## config.mk

```make
export PLATFORM = sky130hd
export DESIGN_NAME = acg_host_flat
export DESIGN_NICKNAME = d
export VERILOG_FILES = /design/src/acg_pkg.sv /design/src/acg_if.sv /design/src/acg_host.sv /design/src/flat_wrapper.sv
export VERILOG_INCLUDE_DIRS = /design/src
export SDC_FILE = /design/constraint.sdc
export NUM_CORES = 1
export LEC_CHECK = 0
export BUFFER_PORTS_ARGS = -buffer_cell sky130_fd_sc_hd__buf_4
export CORE_UTILIZATION = 35
export CTS_CLUSTER_SIZE = 10
export DETAILED_ROUTE_END_ITERATION = 12
export SETUP_SLACK_MARGIN = 0.05
export SYNTH_ARGS = -nofsm -noshare
export SYNTH_HDL_FRONTEND = slang
export SYNTH_SLANG_ARGS = --single-unit
```

## constraint.sdc

```tcl
create_clock -name aclk -period 3.4 [get_ports aclk]
set_input_delay 0.68 -clock aclk [delete_from_list [all_inputs] [get_ports aclk]]
set_output_delay 0.68 -clock aclk [all_outputs]
set_load 0.01 [all_outputs]
```

## src/acg_params.svh

```systemverilog
// Constants for the converter configuration link and its controller
// Overview of operation
// - Pseudo bit selects eight pseudo differential inputs
// - Enabled channels are converted in turn
// - Each channel waits full settling time
// - Host enables one channel for calibration
// - Burnout bit switches signal-path current sources
// - Burnout only with buffer on, chop off
// - Reference detect sets reference missing flag
// - Detection updates only while converting
// - Host always writes zero to bit five
// - Buffer bit inserts the input buffer
// - Polarity bit selects unipolar or bipolar
// - Host gain field sets gain and range
// - Chop bit enables offset chopping
`ifndef ACG_PARAMS_SVH
`define ACG_PARAMS_SVH
`define ACG_CFG_W            24
`define ACG_CHOP_BIT         23
`define ACG_PSEUDO_BIT       18
`define ACG_CH_HI            17
`define ACG_CH_LO            8
`define ACG_BURN_BIT         7
`define ACG_REFERENCE_LOSS_DETECT_ENABLE_BIT       6
`define ACG_ZERO_BIT         5
`define ACG_BUF_BIT          4
`define ACG_UB_BIT           3
`define ACG_GAIN_HI          2
`define ACG_GAIN_LO          0
`define ACG_CFG_RESET        24'h000117
`define ACG_CLK_PERIOD_NS    8
`define ACG_SETTLE_NS        80000000
`define ACG_SETTLE_CHOP_NS   160000000
`define ACG_SETTLE_CYC       ((`ACG_SETTLE_NS + `ACG_CLK_PERIOD_NS - 1) / `ACG_CLK_PERIOD_NS)
`define ACG_SETTLE_CHOP_CYC  ((`ACG_SETTLE_CHOP_NS + `ACG_CLK_PERIOD_NS - 1) / `ACG_CLK_PERIOD_NS)
`define ACG_OFS_CFG          8'h00
`define ACG_OFS_CTRL         8'h04
`define ACG_OFS_STATUS       8'h08
`define ACG_OFS_READBACK     8'h0C
`define ACG_OFS_INT_STATUS   8'h10
`define ACG_OFS_INT_MASK     8'h14
`define ACG_CTRL_WR_BIT      0
`define ACG_CTRL_RD_BIT      1
`define ACG_CTRL_RUN_BIT     2
`define ACG_ST_BUSY_BIT      0
`define ACG_ST_RUN_BIT       1
`define ACG_ST_REF_BIT       2
`define ACG_ST_ONE_CH_BIT    3
`define ACG_EV_RESULT_BIT    0
`define ACG_EV_REF_BIT       1
`define ACG_EV_RDBK_BIT      2
`define ACG_EV_W             3
`define ACG_RESP_OKAY        2'h0
`define ACG_RESP_SLVERR      2'h2
`endif

```

## src/acg_pkg.sv

```systemverilog
// Types shared by both ends of the configuration link
`include "acg_params.svh"
package acg_pkg;
	typedef enum logic {ACG_IDLE, ACG_SETTLE} acg_seq_t;
	typedef logic [`ACG_CFG_W-1:0] acg_cfg_t;
endpackage

```

## src/acg_if.sv

```systemverilog
// Link between the configuration controller and the converter control logic
`timescale 1ns/1ns
`include "acg_params.svh"
interface acg_if;
	logic             cfg_wr;
	logic             cfg_rd;
	acg_pkg::acg_cfg_t cfg_wdata;
	acg_pkg::acg_cfg_t cfg_rdata;
	logic             cfg_rvalid;
	logic             conv_run;
	logic             ref_missing;
	logic             result_strobe;
	logic [3:0]       result_channel;

	modport device (
		input  cfg_wr,
		input  cfg_rd,
		input  cfg_wdata,
		input  conv_run,
		output cfg_rdata,
		output cfg_rvalid,
		output ref_missing,
		output result_strobe,
		output result_channel
	);

	modport host (
		output cfg_wr,
		output cfg_rd,
		output cfg_wdata,
		output conv_run,
		input  cfg_rdata,
		input  cfg_rvalid,
		input  ref_missing,
		input  result_strobe,
		input  result_channel
	);
endinterface

```

## src/acg_host.sv

```systemverilog
// AXI4-Lite controller that programs the converter configuration over the link
`timescale 1ns/1ns
`include "acg_params.svh"
module acg_host (
	input  wire logic        aclk,
	input  wire logic        aresetn,
	input  wire logic [7:0]  awaddr,
	input  wire logic        awvalid,
	output logic             awready,
	input  wire logic [31:0] wdata,
	input  wire logic [3:0]  wstrb,
	input  wire logic        wvalid,
	output logic             wready,
	output logic [1:0]       bresp,
	output logic             bvalid,
	input  wire logic        bready,
	input  wire logic [7:0]  araddr,
	input  wire logic        arvalid,
	output logic             arready,
	output logic [31:0]      rdata,
	output logic [1:0]       rresp,
	output logic             rvalid,
	input  wire logic        rready,
	output logic             irq,
	acg_if.host              link
);
	function automatic logic [31:0] acg_merge(input logic [31:0] old, input logic [31:0] d, input logic [3:0] s);
		logic [31:0] m;
		m = {{8{s[3]}}, {8{s[2]}}, {8{s[1]}}, {8{s[0]}}};
		return (old & ~m) | (d & m);
	endfunction

	logic [7:0]              aw_q, next_aw_q;
	logic                    aw_ok, next_aw_ok;
	logic [31:0]             wd_q, next_wd_q;
	logic [3:0]              ws_q, next_ws_q;
	logic                    w_ok, next_w_ok;
	logic                    next_awready, next_wready, next_bvalid, next_arready, next_rvalid;
	logic [1:0]              next_bresp, next_rresp;
	logic [31:0]             next_rdata, d;
	acg_pkg::acg_cfg_t       stage, next_stage, wdat, next_wdat, rdbk, next_rdbk;
	logic                    run, next_run, wr_p, next_wr_p, rd_p, next_rd_p;
	logic                    busy, next_busy, ref_prev, next_irq;
	logic [`ACG_EV_W-1:0]    ists, next_ists, imask, next_imask, ev;
	logic [3:0]              status;

	assign status = {($countones(stage[`ACG_CH_HI:`ACG_CH_LO]) == 1), link.ref_missing, run, busy};
	assign ev     = {link.cfg_rvalid, link.ref_missing & ~ref_prev, link.result_strobe};

	always_comb begin
		next_aw_q    = aw_q;
		next_aw_ok   = aw_ok;
		next_wd_q    = wd_q;
		next_ws_q    = ws_q;
		next_w_ok    = w_ok;
		next_bvalid  = bvalid;
		next_bresp   = bresp;
		next_arready = arready;
		next_rvalid  = rvalid;
		next_rresp   = rresp;
		next_rdata   = rdata;
		next_stage   = stage;
		next_wdat    = wdat;
		next_rdbk    = rdbk;
		next_run     = run;
		next_wr_p    = 1'b0;
		next_rd_p    = 1'b0;
		next_busy    = busy;
		next_ists    = ists | ev;
		next_imask   = imask;
		d            = 32'h0;
		if (awvalid && awready) begin
			next_aw_ok = 1'b1;
			next_aw_q  = awaddr;
		end
		if (wvalid && wready) begin
			next_w_ok = 1'b1;
			next_wd_q = wdata;
			next_ws_q = wstrb;
		end
		if (bvalid && bready) begin
			next_bvalid = 1'b0;
		end
		if (aw_ok && w_ok && !bvalid) begin
			next_aw_ok  = 1'b0;
			next_w_ok   = 1'b0;
			next_bvalid = 1'b1;
			next_bresp  = `ACG_RESP_OKAY;
			case (aw_q)
				`ACG_OFS_CFG: begin
					d          = acg_merge(32'(stage), wd_q, ws_q);
					next_stage = d[`ACG_CFG_W-1:0];
				end
				`ACG_OFS_CTRL: begin
					d = acg_merge({29'h0, run, 2'h0}, wd_q, ws_q);
					next_run = d[`ACG_CTRL_RUN_BIT];
					if (d[`ACG_CTRL_WR_BIT]) begin
						next_wr_p = 1'b1;
						next_wdat = stage;
						next_wdat[`ACG_ZERO_BIT] = 1'b0;
						next_wdat[`ACG_BURN_BIT] = stage[`ACG_BURN_BIT] & stage[`ACG_BUF_BIT] &
							~stage[`ACG_CHOP_BIT];
					end
					if (d[`ACG_CTRL_RD_BIT] && !busy) begin
						next_rd_p = 1'b1;
						next_busy = 1'b1;
					end
				end
				`ACG_OFS_INT_STATUS: begin
					d = acg_merge(32'h0, wd_q, ws_q);
					next_ists = (ists & ~d[`ACG_EV_W-1:0]) | ev;
				end
				`ACG_OFS_INT_MASK: begin
					d          = acg_merge(32'(imask), wd_q, ws_q);
					next_imask = d[`ACG_EV_W-1:0];
				end
				`ACG_OFS_STATUS, `ACG_OFS_READBACK: begin
					next_bresp = `ACG_RESP_OKAY;
				end
				default: begin
					next_bresp = `ACG_RESP_SLVERR;
				end
			endcase
		end
		if (link.cfg_rvalid) begin
			next_rdbk = link.cfg_rdata;
			next_busy = 1'b0;
		end
		if (rvalid && rready) begin
			next_rvalid  = 1'b0;
			next_arready = 1'b1;
		end
		if (arvalid && arready) begin
			next_arready = 1'b0;
			next_rvalid  = 1'b1;
			next_rresp   = `ACG_RESP_OKAY;
			case (araddr)
				`ACG_OFS_CFG:        next_rdata = 32'(stage);
				`ACG_OFS_CTRL:       next_rdata = {29'h0, run, 2'h0};
				`ACG_OFS_STATUS:     next_rdata = 32'(status);
				`ACG_OFS_READBACK:   next_rdata = 32'(rdbk);
				`ACG_OFS_INT_STATUS: next_rdata = 32'(ists);
				`ACG_OFS_INT_MASK:   next_rdata = 32'(imask);
				default: begin
					next_rdata = 32'h0;
					next_rresp = `ACG_RESP_SLVERR;
				end
			endcase
		end
		// Address channel reopens once no read is offered or pending
		if (!rvalid && !arvalid) begin
			next_arready = 1'b1;
		end
		next_awready = !next_aw_ok;
		next_wready  = !next_w_ok;
		next_irq     = |(next_ists & next_imask);
	end

	always_ff @(posedge aclk) begin
		if (!aresetn) begin
			aw_q     <= 8'h00;
			aw_ok    <= 1'b0;
			wd_q     <= 32'h0;
			ws_q     <= 4'h0;
			w_ok     <= 1'b0;
			awready  <= 1'b0;
			wready   <= 1'b0;
			bvalid   <= 1'b0;
			bresp    <= `ACG_RESP_OKAY;
			arready  <= 1'b0;
			rvalid   <= 1'b0;
			rresp    <= `ACG_RESP_OKAY;
			rdata    <= 32'h0;
			stage    <= `ACG_CFG_RESET;
			wdat     <= `ACG_CFG_RESET;
			rdbk     <= '0;
			run      <= 1'b0;
			wr_p     <= 1'b0;
			rd_p     <= 1'b0;
			busy     <= 1'b0;
			ref_prev <= 1'b0;
			ists     <= '0;
			imask    <= '0;
			irq      <= 1'b0;
		end else begin
			aw_q     <= next_aw_q;
			aw_ok    <= next_aw_ok;
			wd_q     <= next_wd_q;
			ws_q     <= next_ws_q;
			w_ok     <= next_w_ok;
			awready  <= next_awready;
			wready   <= next_wready;
			bvalid   <= next_bvalid;
			bresp    <= next_bresp;
			arready  <= next_arready;
			rvalid   <= next_rvalid;
			rresp    <= next_rresp;
			rdata    <= next_rdata;
			stage    <= next_stage;
			wdat     <= next_wdat;
			rdbk     <= next_rdbk;
			run      <= next_run;
			wr_p     <= next_wr_p;
			rd_p     <= next_rd_p;
			busy     <= next_busy;
			ref_prev <= link.ref_missing;
			ists     <= next_ists;
			imask    <= next_imask;
			irq      <= next_irq;
		end
	end

	assign link.cfg_wr    = wr_p;
	assign link.cfg_rd    = rd_p;
	assign link.cfg_wdata = wdat;
	assign link.conv_run  = run;
endmodule

```

## src/flat_wrapper.sv

```systemverilog
// flat-port wrapper written by rule: the top's interface ports become plain ports
module acg_host_flat 
  (aclk, aresetn, awaddr, awvalid, awready, wdata, wstrb, wvalid, wready, bresp, bvalid, bready, araddr, arvalid, arready, rdata, rresp, rvalid, rready, irq, link_cfg_wr, link_cfg_rd, link_cfg_wdata, link_conv_run, link_cfg_rdata, link_cfg_rvalid, link_ref_missing, link_result_strobe, link_result_channel);
  acg_if link_i ();
  input  wire logic aclk;
  input  wire logic aresetn;
  input  wire logic [7:0] awaddr;
  input  wire logic awvalid;
  output logic awready;
  input  wire logic [31:0] wdata;
  input  wire logic [3:0] wstrb;
  input  wire logic wvalid;
  output logic wready;
  output logic [1:0] bresp;
  output logic bvalid;
  input  wire logic bready;
  input  wire logic [7:0] araddr;
  input  wire logic arvalid;
  output logic arready;
  output logic [31:0] rdata;
  output logic [1:0] rresp;
  output logic rvalid;
  input  wire logic rready;
  output logic irq;
  output wire logic [$bits(link_i.cfg_wr)-1:0] link_cfg_wr;
  output wire logic [$bits(link_i.cfg_rd)-1:0] link_cfg_rd;
  output wire logic [$bits(link_i.cfg_wdata)-1:0] link_cfg_wdata;
  output wire logic [$bits(link_i.conv_run)-1:0] link_conv_run;
  input wire logic [$bits(link_i.cfg_rdata)-1:0] link_cfg_rdata;
  input wire logic [$bits(link_i.cfg_rvalid)-1:0] link_cfg_rvalid;
  input wire logic [$bits(link_i.ref_missing)-1:0] link_ref_missing;
  input wire logic [$bits(link_i.result_strobe)-1:0] link_result_strobe;
  input wire logic [$bits(link_i.result_channel)-1:0] link_result_channel;
  assign link_cfg_wr = link_i.cfg_wr;
  assign link_cfg_rd = link_i.cfg_rd;
  assign link_cfg_wdata = link_i.cfg_wdata;
  assign link_conv_run = link_i.conv_run;
  assign link_i.cfg_rdata = link_cfg_rdata;
  assign link_i.cfg_rvalid = link_cfg_rvalid;
  assign link_i.ref_missing = link_ref_missing;
  assign link_i.result_strobe = link_result_strobe;
  assign link_i.result_channel = link_result_channel;
  acg_host u_core (.aclk(aclk), .aresetn(aresetn), .awaddr(awaddr), .awvalid(awvalid), .awready(awready), .wdata(wdata), .wstrb(wstrb), .wvalid(wvalid), .wready(wready), .bresp(bresp), .bvalid(bvalid), .bready(bready), .araddr(araddr), .arvalid(arvalid), .arready(arready), .rdata(rdata), .rresp(rresp), .rvalid(rvalid), .rready(rready), .irq(irq), .link(link_i));
endmodule
```

=== Yosys cells after proc, flatten, opt, wreduce, memory -nomap -nowiden ===
Cells that the tools add are included.

* Multiplexer cells: 20
* Equality and inequality tests: 11
* Bitwise logic cells: 19
* Reduce and logical (&&, ||, !) cells: 29
* Add/subtract/negate cells: 9

{| class="wikitable"
|+ Operators with widths
! operator !! count
|-
| $pmux W24 S6 || 1
|-
| $add A32 B32 Y32 || 4
|-
| $and A24 B24 Y24 || 2
|-
| $eq A32 B2 Y1 const B || 1
|-
| $eq A8 B4 Y1 const B || 4
|-
| $eq A8 B5 Y1 const B || 4
|-
| $not A24 Y24 || 1
|-
| $or A24 B24 Y24 || 1
|-
| $eq A8 B3 Y1 const B || 2
|-
| $logic_not A8 Y1 || 2
|-
| $mux W1 || 13
|-
| $and A3 B3 Y3 || 4
|-
| $mux W3 || 4
|-
| $or A3 B3 Y3 || 4
|-
| $reduce_or A6 Y1 || 2
|-
| $add A1 B1 Y2 || 5
|-
| $logic_and A1 B1 Y1 || 9
|-
| $reduce_and A3 Y1 || 3
|-
| $logic_not A1 Y1 || 6
|-
| $mux W2 || 2
|-
| $reduce_and A2 Y1 || 2
|-
| $reduce_bool A2 Y1 || 2
|-
| $and A1 B1 Y1 || 3
|-
| $not A1 Y1 || 3
|-
| other kinds (4) || 4
|}

* Output and inout bits: 69
* Bits in registers: 161
* Logic and storage cells: 112
* Input port bits: 90

=== Logic depth before layout (Yosys ltp) ===
* Depth in word-level cells: 8
* Mapped depth: 13

=== Worst setup path after synthesis ===
Ideal clock, no wire load.

* Path type: flip-flop to flip-flop
* Start point: register (tool-made name)
* End point: register u_core.rdata[3]
* Period minus slack after synthesis: 3200 ps
* Arrival: 3130 ps
* Setup slack: 200 ps
* Cell stages (with the launch flop): 13
* Buffers on the path: 0
* Cells stage by stage: dfxtp_1 -> ha_1 -> inv_1 -> fa_1 -> fa_1 -> inv_1 -> fa_1 -> inv_1 -> fa_1 -> nand3_1 -> or4_1 -> a21o_1 -> a21oi_1

{| class="wikitable"
|+ RTL lines
! element !! line !! text
|-
| to (signal assigned) || acg_host.sv:198 || <nowiki>rdata <= next_rdata;</nowiki>
|-
| to (decl) || acg_host.sv:20 || <nowiki>output logic [31:0] rdata,</nowiki>
|}

==> flow_summary.json <==
{
  "antenna_found_initial": 0,
  "overflow": 0,
  "grt_start_max_net_pins": 55,
  "worst_pin_slew_ps": 948,
  "fin_crit_sh_pct": 97.4,
  "dr_total_vias": 4976,
  "portBuffers": 134,
  "drc": 0,
  "yosysSeqAreaShare_pct": 49.5,
  "drt_wl_total_um": 15700,
  "synth_flop_cell": "dfxtp_1",
  "cts_buffer_depth": 2,
  "postCtsSetupRepairBufs": 0,
  "worst_setup_path_start_kind": "register",
  "p_per_area_nw_per_um2": 513,
  "worst_setup_path_end_kind": "register",
  "fmax_mhz": 302,
  "finalSetupViolations": 0,
  "clock_skew_ps": 7.89,
  "worstPathRequired_ps": 3750,
  "grt_pass1_vias": 4731,
  "max_cap_violations": 0,
  "drive_above_1_share_pct": 23.3,
  "clkPwrFrac_pct": 47.7,
  "slew-limit-headroom_pct": 36.8,
  "drt_iter0_markers": 288,
  "p_int_mw": 3.11,
  "place_inst": 1021,
  "regToRegSetupSlack_ps": 90,
  "hold_class": "register to register",
  "nFillCells": 1723,
  "hold_viol_final": 0,
  "num_antenna_cells": 0,
  "post_cts_resized": 0,
  "grt_util_all_layers_pct": 17.9,
  "syn_area_sq_um": 6110,
  "async_flop_share_pct": 0,
  "reg2regPathDepth": 12,
  "die_y_um": 134,
  "path_class": "register to register",
  "viasPerCell": 4.73,
  "core_sq_um": 16800,
  "switching_power_uw": 925,
  "pin_count": 159,
  "sequentialPowerShare_pct": 45.9,
  "yosys-top-cells-area": "dfxtp_1, nand2_1, mux2i_1",
  "p_leak_nw": 3.38,
  "rsz0062_at_grt": "true",
  "synth_top_cell_area_share_pct": 49.5,
  "hp-start": "u_core.busy$_SDFFE_PP0P_",
  "area_delta_synth_final_pct": 28.8,
  "slew_viol_final": 0,
  "htree_levels": 4,
  "final_nets": 923,
  "swShare_pct": 22.9,
  "crit_slowest_cell": "fa_1",
  "cts_buffers": 17,
  "cts-root-buf": "clkbuf_16",
  "crit_chain": "ha_1, inv_1, fa_1, fa_1, inv_2, fa_2, inv_1, fa_2, nand3_1, or4_1, a21o_1, a21oi_2",
  "synth_cells": 701,
  "cts_tree": "done",
  "post-synth-top-area-cell": "dfxtp_1",
  "synth_warnings": 0,
  "stdcell_count": 1053,
  "ant_nets": 0,
  "clock_latency_ps": 420,
  "firstDrtPassIters": 5,
  "synth_edf_count": 0,
  "wire_per_inst_um": 14.9,
  "whs_ps": 449,
  "dp_hpwl_um": 11100,
  "rows": 47,
  "p_comb_share_pct": 6.4,
  "hold_end": "u_core.link.cfg_rd$_SDFF_PN0_",
  "hold_path_depth": 1,
  "cp.arrival_ps": 3660,
  "ir_drop_mv": 0.382,
  "start_util_pct": 36.3,
  "syn_avg_cell_area_sq_um": 8.72,
  "fp.dieArea_sq_um": 18000,
  "ys_ff_latch": 151,
  "status": "finished clean",
  "place_congestion": 0.774,
  "clk_pin_slew_ps": 60,
  "critical-path-max-stage-delay_ps": 560,
  "cts_sinks": 151,
  "grt_pass1_wl_um": 24700,
  "hold_buffers": 0,
  "fp.dieW_um": 134,
  "power_mw": 4.04,
  "crit_path_max_fanout": 2,
  "worstReg2RegEnd": "u_core.rdata[3]$_SDFFE_PN0P_",
  "synth.distinct_cells": 41,
  "finalCriticalPeriod_ps": 3310
}
==> power groups by stage <==
| stage | Combinational [mW] | Clock, mW | Sequential (mW) |
|---|---|---|---|
| 2_1_floorplan | 0.160 | 0 | 1.88 |
| 3_3_place_gp | 0.258 | 0 | 1.89 |
| 3_5_place_dp | 0.259 | 0 | 1.89 |
| 4_1_cts | 0.260 | 1.97 | 1.85 |
| 5_1_grt | 0.285 | 2.06 | 1.86 |
| 6_report | 0.257 | 1.93 | 1.85 |
==> critical path: cells and delay by family, from the launching register on <==
kind                       cells  cell delay, ps
adders and majority gates      5            1950
buffers and inverters          3             170
DFF                            1             310
AOI/OAI and AO/OA              2             280
and+or+nand+nor                2             520
==> cell usage in the layout (no fill, tap or decap), types with 7 or more instances in the layout <==
cell and count:
a21oi_1 63, a22oi_1 22, and2_1 26, buf_4 145, clkbuf_16 17, conb_1 11, dfxtp_1 147, ha_1 7
inv_1 12, mux2i_1 51, nand2_1 147, nand3_1 22, nor2_1 65, o21ai_0 26
==> routing by layer <==
layer  track usage [%]  up-vias  part of all wire [%]
li1                  -     2571                     -
met1              26.2     2272                    52
met2              25.3      119                    42
met3              4.42       14                   5.0
met4              6.55        0                   1.3
met5                 0        -                     0
==> worst max path at each step <==
stage | from | endpoint | slack (ps) | cells after the start
finish | register | u_core.rdata[3]$_SDFFE_PN0P_ | 90 | 12
global route | register | u_core.rdata[3]$_SDFFE_PN0P_ | -60 | 12
CTS | register | u_core.rdata[3]$_SDFFE_PN0P_ | 60 | 13
detailed placement | register | u_core.rdata[3]$_SDFFE_PN0P_ | 80 | 13
global placement | register | u_core.rdata[3]$_SDFFE_PN0P_ | 130 | 12
floorplan | register | u_core.rdata[3]$_SDFFE_PN0P_ | 200 | 12
==> cell usage after synthesis, drive strengths merged (7+ instances only) <==
master	instances
dfxtp	151
ha	7
o21ai	26
a21oi	65
nand2	150
a22oi	22
mux2i	51
inv	13
and2	26
nor2	65
buf	20
nand3	22
clkbuf	35
==> cell families (layout without fill, tap and decap cells) <==
family / after synthesis / in the layout / share of synthesized area, %
AO/OA/AOI/OAI: 125 / 125 / 11.7
AND/OR/NAND/NOR: 290 / 290 / 21.6
multiplexers: 52 / 52 / 8.54
adder cells (fa/ha/maj): 13 / 13 / 3.40
flip-flops: 151 / 151 / 49.5
other: 1 / 11 / 0.0614
buffers and inverters: 69 / 191 / 5.24
==> layout make-up <==
| cell class | instances | area, sq um | share of cell area, % |
|---|---|---|---|
| Multi-Input combinational cell | 491 | 2820 | 35.8 |
| Clock inverter | 14 | 174 | 2.21 |
| Clock buffer | 18 | 439 | 5.58 |
| Timing Repair Buffer | 145 | 1090 | 13.8 |
| Tap cell | 220 | 275 | 3.50 |
| Inverter | 14 | 53.8 | 0.683 |
| Sequential cell | 151 | 3030 | 38.5 |
==> through the flow <==
| step | setup TNS (ps) | instance area [sq um] | utilization [%] | setup slack, ps |
|---|---|---|---|---|
| after CTS | 0 | 7860 | 46.7 | 60.3 |
| after detailed placement | 0 | 7250 | 43.1 | 80.1 |
| after global placement | 0 | 7250 | 43.1 | 131 |
| after global routing | -59.2 | 7870 | 46.8 | -59.2 |
| after floorplan | 0 | 6150 | - | 200 |
| final | 0 | 7870 | 46.8 | 87.4 |
Note: power is estimated with default switching activity, not from simulation.
